### src/common/wdic_defines.svh
// Offsets, field positions, reset values and timing counts of the watchdog block
`ifndef WDIC_DEFINES_SVH
`define WDIC_DEFINES_SVH
// I/O port addresses of the index and data ports
`define WDIC_PORT_INDEX 8'h22
`define WDIC_PORT_DATA 8'h23
// Lock control index and key values
`define WDIC_LOCK_INDEX 8'h13
`define WDIC_UNLOCK_KEY 8'hc5
`define WDIC_LOCK_KEY 8'h00
// Register indices
`define WDIC_IDX_ENABLE 8'h37
`define WDIC_IDX_ACTION 8'h38
`define WDIC_IDX_CNT_LO 8'h39
`define WDIC_IDX_CNT_MID 8'h3a
`define WDIC_IDX_CNT_HI 8'h3b
`define WDIC_IDX_STATUS 8'h3c
// Field positions
`define WDIC_EN_BIT 6
`define WDIC_ACT_MSB 7
`define WDIC_ACT_LSB 4
`define WDIC_ST_TIMEOUT_BIT 7
`define WDIC_ST_RESTART_BIT 6
// Reset values
`define WDIC_RST_ENABLE 8'h00
`define WDIC_RST_ACTION 8'h00
`define WDIC_RST_COUNT 24'hffffff
`define WDIC_RST_STATUS 8'h00
// Action encodings
`define WDIC_ACT_NMI 4'hc
`define WDIC_ACT_SYSRST 4'hd
`define WDIC_ACT_IRQ_LAST 4'hb
// Tick timing: 32.768 kHz source, period in picoseconds
`define WDIC_TICK_PERIOD_PS 30517578
`define WDIC_CLK_PERIOD_PS 5000
`define WDIC_TICK_CYCLES (`WDIC_TICK_PERIOD_PS / `WDIC_CLK_PERIOD_PS)
// Width of action pulses in system clocks
`define WDIC_PULSE_CYCLES 8'h10
`endif

### src/common/wdic_pkg.sv
// Types shared by the watchdog block
package wdic_pkg;
  // Host access sequencer state for the index/data port pair
  typedef enum logic [1:0] {
    WDIC_LOCKED,
    WDIC_KEY_WAIT,
    WDIC_OPEN,
    WDIC_RELOCK_WAIT
  } wdic_lock_t;
  // Decoded timeout action
  typedef enum logic [1:0] {
    WDIC_DO_NONE,
    WDIC_DO_IRQ,
    WDIC_DO_NMI,
    WDIC_DO_SYSRST
  } wdic_act_t;
endpackage : wdic_pkg

### src/hdl/wdic_tick_gen.sv
// Divider producing the 32.768 kHz watchdog count tick
`timescale 1ns/100ps
`include "wdic_defines.svh"
module wdic_tick_gen #(
  parameter int TICK_CYCLES = `WDIC_TICK_CYCLES
) (
  input wire logic clk_sys,
  input wire logic rst,
  output logic tick
);
  // Cycle counter of one tick period
  logic [31:0] div_reg;
  // Count up cycles and pulse tick once per period
  always_ff @(posedge clk_sys)
  begin
    if (rst)
    begin
      div_reg <= 32'h0;
      tick <= 1'b0;
    end
    else if (div_reg >= 32'(TICK_CYCLES - 1))
    begin
      div_reg <= 32'h0;
      tick <= 1'b1;
    end
    else
    begin
      div_reg <= div_reg + 32'h1;
      tick <= 1'b0;
    end
  end
endmodule : wdic_tick_gen

### src/hdl/wdic_top.sv
// Watchdog with indexed configuration space behind an index/data I/O port pair
`timescale 1ns/100ps
`include "wdic_defines.svh"
// How it works
// - Data port accesses ignored until unlock index and key; index writes always latched
// - Lock index then zero byte relocks
// - Data port read returns indexed register
// - Next data port write stores indexed register
// - Enable bit 6 starts or stops counting
// - Action nibble selects IRQ, NMI, reset, none
// - Count is three bytes, low index LSB
// - Each count unit adds one tick period
// - Status bit 7 shows timeout occurred
// - Writing 1 to status bit 6 restarts
// - Counter runs from 32.768 kHz tick
// - Selected IRQ fires on every expiry
module wdic_top
  import wdic_pkg::*;
#(
  parameter int TICK_CYCLES = `WDIC_TICK_CYCLES,
  parameter logic [7:0] PULSE_CYCLES = `WDIC_PULSE_CYCLES
) (
  input wire logic clk_sys,
  input wire logic rst,
  input wire logic [7:0] io_addr,
  input wire logic io_wr,
  input wire logic io_rd,
  input wire logic [7:0] io_wdata,
  output logic [7:0] io_rdata,
  output logic io_rvalid,
  output logic [10:0] irq_out,
  output logic nmi_out,
  output logic sys_reset_out,
  output logic unlocked
);
  // Lock sequencer state and its next value
  wdic_lock_t lock_reg, lock_next;
  // Index latched from the index port
  logic [7:0] index_reg;
  // Configuration registers
  logic [7:0] enable_reg;
  logic [7:0] action_reg;
  logic [23:0] count_cfg_reg;
  logic [5:0] status_other_reg;
  logic timeout_reg;
  // Running down-counter
  logic [23:0] cnt_reg;
  // Action pulse width counter and the action that is being driven
  logic [7:0] pulse_reg;
  logic [3:0] fired_act_reg;
  // Tick from the divider
  logic tick;
  // Decoded strobes
  logic idx_wr, dat_wr, dat_rd, cfg_wr, restart_wr, expire;

  // Decode of the action nibble into an action kind
  function automatic wdic_act_t act_kind(input logic [3:0] code);
    if (code == 4'h0)
      return WDIC_DO_NONE;
    else if (code <= `WDIC_ACT_IRQ_LAST)
      return WDIC_DO_IRQ;
    else if (code == `WDIC_ACT_NMI)
      return WDIC_DO_NMI;
    else if (code == `WDIC_ACT_SYSRST)
      return WDIC_DO_SYSRST;
    else
      return WDIC_DO_NONE;
  endfunction : act_kind

  // Tick divider for the count clock
  // tick source instance
  wdic_tick_gen #(
    .TICK_CYCLES(TICK_CYCLES)
  ) u_tick (
    .clk_sys(clk_sys),
    .rst(rst),
    .tick(tick)
  );

  // Port strobes
  assign idx_wr = io_wr && (io_addr == `WDIC_PORT_INDEX);
  assign dat_wr = io_wr && (io_addr == `WDIC_PORT_DATA);
  assign dat_rd = io_rd && (io_addr == `WDIC_PORT_DATA);
  assign cfg_wr = dat_wr && (lock_reg == WDIC_OPEN);
  // restart only on a written one
  assign restart_wr = cfg_wr && (index_reg == `WDIC_IDX_STATUS)
                      && io_wdata[`WDIC_ST_RESTART_BIT];
  // expiry when counting reaches last unit
  assign expire = enable_reg[`WDIC_EN_BIT] && tick && (cnt_reg <= 24'h1) && !restart_wr;

  // Index latch, always accepted so the lock index can be written
  always_ff @(posedge clk_sys)
  begin
    if (rst)
      index_reg <= 8'h00;
    else if (idx_wr)
      index_reg <= io_wdata;
  end

  // Lock sequencer next state
  always_comb
  begin
    lock_next = lock_reg;
    case (lock_reg)
      // lock index written while locked arms the key
      WDIC_LOCKED:
        if (idx_wr && io_wdata == `WDIC_LOCK_INDEX)
          lock_next = WDIC_KEY_WAIT;
      // key opens the space, other data or an index other than the lock index drops back
      WDIC_KEY_WAIT:
        if (dat_wr)
          lock_next = (io_wdata == `WDIC_UNLOCK_KEY) ? WDIC_OPEN : WDIC_LOCKED;
        else if (idx_wr && io_wdata != `WDIC_LOCK_INDEX)
          lock_next = WDIC_LOCKED;
      // lock index while open arms relock
      WDIC_OPEN:
        if (idx_wr && io_wdata == `WDIC_LOCK_INDEX)
          lock_next = WDIC_RELOCK_WAIT;
      // zero byte relocks, other data keeps it open
      WDIC_RELOCK_WAIT:
        if (dat_wr)
          lock_next = (io_wdata == `WDIC_LOCK_KEY) ? WDIC_LOCKED : WDIC_OPEN;
        else if (idx_wr && io_wdata != `WDIC_LOCK_INDEX)
          lock_next = WDIC_OPEN;
      default:
        lock_next = WDIC_LOCKED;
    endcase
  end

  // Lock state register and its visible flag
  always_ff @(posedge clk_sys)
  begin
    if (rst)
    begin
      lock_reg <= WDIC_LOCKED;
      unlocked <= 1'b0;
    end
    else
    begin
      lock_reg <= lock_next;
      unlocked <= (lock_next == WDIC_OPEN) || (lock_next == WDIC_RELOCK_WAIT);
    end
  end

  // Configuration register writes
  always_ff @(posedge clk_sys)
  begin
    if (rst)
    begin
      enable_reg <= `WDIC_RST_ENABLE;
      action_reg <= `WDIC_RST_ACTION;
      count_cfg_reg <= `WDIC_RST_COUNT;
      status_other_reg <= 6'(`WDIC_RST_STATUS);
    end
    else if (cfg_wr)
    begin
      if (index_reg == `WDIC_IDX_ENABLE)
        enable_reg <= io_wdata;
      else if (index_reg == `WDIC_IDX_ACTION)
        action_reg <= io_wdata;
      // low index holds least significant byte
      else if (index_reg == `WDIC_IDX_CNT_LO)
        count_cfg_reg[7:0] <= io_wdata;
      else if (index_reg == `WDIC_IDX_CNT_MID)
        count_cfg_reg[15:8] <= io_wdata;
      else if (index_reg == `WDIC_IDX_CNT_HI)
        count_cfg_reg[23:16] <= io_wdata;
      else if (index_reg == `WDIC_IDX_STATUS)
        status_other_reg <= io_wdata[5:0];
    end
  end

  // Timeout flag: expiry sets it, a restart write clears it, clear wins
  always_ff @(posedge clk_sys)
  begin
    if (rst)
      timeout_reg <= 1'b0;
    // flag records that a timeout occurred
    else if (expire)
      timeout_reg <= 1'b1;
    else if (restart_wr)
      timeout_reg <= 1'b0;
  end

  // Down-counter, one unit per tick while enabled
  always_ff @(posedge clk_sys)
  begin
    if (rst)
      cnt_reg <= `WDIC_RST_COUNT;
    else if (restart_wr)
      cnt_reg <= count_cfg_reg;
    // disabled counter holds the programmed period
    else if (!enable_reg[`WDIC_EN_BIT])
      cnt_reg <= count_cfg_reg;
    else if (expire)
      cnt_reg <= count_cfg_reg;
    else if (tick)
      cnt_reg <= cnt_reg - 24'h1;
  end

  // Action pulse stretcher
  always_ff @(posedge clk_sys)
  begin
    if (rst)
    begin
      pulse_reg <= 8'h00;
      fired_act_reg <= 4'h0;
    end
    // every expiry fires the selected action again
    else if (expire)
    begin
      pulse_reg <= PULSE_CYCLES;
      fired_act_reg <= action_reg[`WDIC_ACT_MSB:`WDIC_ACT_LSB];
    end
    else if (pulse_reg != 8'h00)
      pulse_reg <= pulse_reg - 8'h01;
  end

  // Action outputs
  always_ff @(posedge clk_sys)
  begin
    if (rst)
    begin
      irq_out <= 11'h000;
      nmi_out <= 1'b0;
      sys_reset_out <= 1'b0;
    end
    else
    begin
      // one-hot IRQ line from codes 1 to 11
      irq_out <= 11'h000;
      if ((pulse_reg != 8'h00) && act_kind(fired_act_reg) == WDIC_DO_IRQ)
        irq_out <= 11'(11'h001 << (fired_act_reg - 4'h1));
      nmi_out <= (pulse_reg != 8'h00) && act_kind(fired_act_reg) == WDIC_DO_NMI;
      sys_reset_out <= (pulse_reg != 8'h00) && act_kind(fired_act_reg) == WDIC_DO_SYSRST;
    end
  end

  // Data port read, returns zero while locked
  always_ff @(posedge clk_sys)
  begin
    if (rst)
    begin
      io_rdata <= 8'h00;
      io_rvalid <= 1'b0;
    end
    else
    begin
      io_rvalid <= dat_rd;
      io_rdata <= 8'h00;
      // indexed register contents on data read
      if (dat_rd && lock_reg == WDIC_OPEN)
      begin
        if (index_reg == `WDIC_IDX_ENABLE)
          io_rdata <= enable_reg;
        else if (index_reg == `WDIC_IDX_ACTION)
          io_rdata <= action_reg;
        else if (index_reg == `WDIC_IDX_CNT_LO)
          io_rdata <= count_cfg_reg[7:0];
        else if (index_reg == `WDIC_IDX_CNT_MID)
          io_rdata <= count_cfg_reg[15:8];
        else if (index_reg == `WDIC_IDX_CNT_HI)
          io_rdata <= count_cfg_reg[23:16];
        // timeout flag in bit 7, restart bit reads zero
        else if (index_reg == `WDIC_IDX_STATUS)
          io_rdata <= {timeout_reg, 1'b0, status_other_reg};
      end
    end
  end
endmodule : wdic_top
### config.mk
export PLATFORM = sky130hd
export DESIGN_NAME = wdic_top
export DESIGN_NICKNAME = d
export VERILOG_FILES = /design/src/common/wdic_pkg.sv /design/src/hdl/wdic_tick_gen.sv /design/src/hdl/wdic_top.sv
export VERILOG_INCLUDE_DIRS = /design/src /design/src/common
export SDC_FILE = /design/constraint.sdc
export NUM_CORES = 1
export LEC_CHECK = 0
export ABC_AREA = 1
export BUFFER_PORTS_ARGS = -buffer_cell sky130_fd_sc_hd__clkbuf_2
export CORE_ASPECT_RATIO = 1.75
export CORE_MARGIN = 8
export CORE_UTILIZATION = 40
export DETAILED_ROUTE_END_ITERATION = 6
export SETUP_SLACK_MARGIN = 0.1
export SLEW_MARGIN = 30
export SYNTH_ARGS = -nofsm -noshare
export SYNTH_HDL_FRONTEND = slang
export SYNTH_SLANG_ARGS = --single-unit
### constraint.sdc
create_clock -name clk_sys -period 1.9 [get_ports clk_sys]
set_input_delay 0.095 -clock clk_sys [delete_from_list [all_inputs] [get_ports clk_sys]]
set_output_delay 0.095 -clock clk_sys [all_outputs]
set_load 0.03 [all_outputs]
==> results.json <==
{
  "synth.avg_cell_area_sq_um": 6.92,
  "start_util_pct": 40.2,
  "final_area_sq_um": 8440,
  "antenna_found_initial": 0,
  "grtUsageTotal_pct": 18.2,
  "grt_pass1_wl_mm": 30.9,
  "num_rows": 64,
  "avgRoutedWirePerCell_um": 14.3,
  "hpwl_mm": 14.6,
  "worstSkewPairLatency_ns": 0.43,
  "register_area_sq_um": 2980,
  "cts.sinks": 149,
  "core_area_sq_um": 17300,
  "finalHoldViolCount": 0,
  "ys_warn_count": 0,
  "postLayoutCoreUtil_pct": 48.8,
  "grt_setup_unrepaired": "true",
  "htreeDepth": 4,
  "via_per_inst": 4.89,
  "synth_flop_cell": "dfxtp_1",
  "worst_pin_slew_ns": 0.747,
  "fin_crit_ns": 1.74,
  "grt_max_degree": 68,
  "synth-seq-cells": 149,
  "max_slew_margin_pct": 50.2,
  "gr-total-overflow": 0,
  "final-setup-viol-count": 0,
  "critPathRequiredTime_ns": 2.23,
  "final_antenna_net_count": 0,
  "largest_register_ffs": 32,
  "synth-async-reset-ratio_pct": 0,
  "cap_viol_max_count": 0,
  "multi_input_area_sq_um": 3480,
  "area.growth.synth_to_final_pct": 21.2,
  "min_path_type": "in2reg",
  "globalplace.congestion": 0.921,
  "root_buffer": "clkbuf_16",
  "fin_skew_ns": 0.00720,
  "fillers": 1828,
  "layout-drive-gt1-share_pct": 13.7,
  "synthCells": 1006,
  "post-route-period-util_pct": 91.5,
  "netlist_top_cells_area": "dfxtp_1 (43%), nand2_1 (14%), nand3_1 (8.4%), nor2_1 (6.8%), inv_1 (6.7%)",
  "p_leak_nw": 4.10,
  "synth.distinct_cells": 38,
  "drcViolationCount": 0,
  "cts_buffers": 17,
  "r2r_slack_ns": 0.16,
  "firstDrtPassIters": 5,
  "synth_top_area_share_pct": 42.8,
  "crit_type": "reg2reg",
  "peakVddDrop_mv": 0.574,
  "yosysSeqAreaShare_pct": 42.8,
  "worst_setup_path_end_kind": "flop",
  "routed_wirelength_mm": 19.3,
  "die_h_um": 191,
  "diodes": 0,
  "worstPathArrival_ns": 2.07,
  "cp_max_fo": 6,
  "power_mw": 7.05,
  "hold_slack_ns": 0.0273,
  "die-area_sq_um": 22000,
  "synth_area_leader_cell": "dfxtp_1",
  "first_iter_violations": 374,
  "start_kind": "flop",
  "power_density_nw_per_um2": 836,
  "fmax_ghz": 0.575,
  "syn_area_sq_um": 6960,
  "num_vias": 6566,
  "clk_pin_slew_ns": 0.06,
  "status": "finished clean",
  "nets": 1125,
  "setup-tns-final_ns": 0,
  "die_w_um": 116,
  "grt_pass1_vias": 6366,
  "synth_edf_count": 0,
  "slew_violations": 0,
  "port_buffers": 42,
  "cts_max_path_buffers": 2,
  "cts_tree": "built",
  "dpl_cell_area_sq_um": 7700,
  "io_pins": 43
}
==> power breakdown <==
part	internal, mW	switching (mW)	total, mW
combinational	0.196	0.325	0.520
sequential	3.20	0.0438	3.25
clock	1.87	1.41	3.28
==> per-stage QoR <==
step	worst slack (ns)	cells
after detailed placement	0.118	1304
final	0.161	1344
after global routing	0.0811	1344
after global placement	0.133	1304
after floorplan	0.264	1024
after CTS	0.110	1343
==> Yosys cell counts, types with 4 or more instances <==
| cell type | number |
|---|---|
| nand2_1 | 257 |
| dfxtp_1 | 149 |
| nor2_1 | 127 |
| inv_1 | 124 |
| nand3_1 | 117 |
| a21oi_1 | 48 |
| o211ai_1 | 25 |
| o21ai_0 | 25 |
| nand4_1 | 17 |
| buf_2 | 14 |
| nor3_1 | 13 |
| xor2_1 | 12 |
| nand3b_1 | 11 |
| clkbuf_1 | 9 |
| xnor2_1 | 8 |
| nand2_2 | 7 |
| nor2_2 | 7 |
| ha_1 | 5 |
| buf_6 | 4 |
==> area by class of cell <==
class	count	area share [%]
multi-input cells	718	41.2
flip-flops and latches	149	35.4
clock inverters	14	1.65
clock buffers	18	5.20
repair buffers	87	7.44
well taps	231	3.42
inverters	127	5.68
==> what timing repair did <==
action / CTS / global route
buffers inserted: 0 / 1
setup endpoints to repair: 0 / 91
hold endpoints to repair: 11 / 0
gates resized for setup: 0 / 22
hold buffers: 7 / 0
==> worst max-delay path, stage by stage, from the launching register on <==
cell     delay [ns]
dfxtp_1        0.31
inv_1          0.13
nand2_1        0.11
nor2_2         0.16
inv_2          0.08
nor2_2         0.15
buf_4          0.20
nand2_1        0.06
nand3_1        0.14
nand4_1        0.14
nand2_1        0.11
inv_1          0.04
==> worst paths after layout <==
check / start / end / cells past startpoint
min: io_wdata[0] / status_other_reg[0] / 3
max reg2reg: index_reg[2] / io_rdata[7] / 11
max: index_reg[2] / io_rdata[7] / 11
min reg2reg: pulse_reg[0] / pulse_reg[0] / 2
==> logic make-up after synthesis <==
kind of cell	Yosys count	share of synthesized area [%]
other cells	1	0.0539
compound gates	102	8.38
fa+ha+maj	5	0.899
flops	149	42.8
xor+xnor	20	2.52
buf+inv	157	9.20
simple gates	572	36.1
==> per-layer routing <==
layer / global-route usage, % / up-vias / wire length (um)
li1: - / 3392 / -
met5: 0 / - / 0
met1: 17.2 / 2985 / 7270
met4: 11.3 / 0 / 971
met2: 34.7 / 133 / 10500
met3: 3.49 / 56 / 572
==> cell usage in the layout (no fill, tap or decap), types with 2 or more instances in the layout <==
cell type and instances:
dfxtp_1 148, nor2_2 10, o21ai_0 24, nand2_1 254, nor3_2 2, nand3_2 3
clkbuf_16 17, o211ai_1 25, buf_12 5, nor4_1 3, conb_1 19, buf_4 33
nand2_4 3, nand3_1 115, or2_2 2, inv_2 2, clkinvlp_4 3, a21oi_1 48
dlygate4sd3_1 7, nand4_1 17, ha_1 4, nor2_1 122, nor3_1 12, inv_1 124
nor2_4 5, clkbuf_2 42, inv_6 7, nand2_2 7, xor2_1 12, xnor2_1 8
nand3b_1 11
Power figures use the tool's default switching activity.
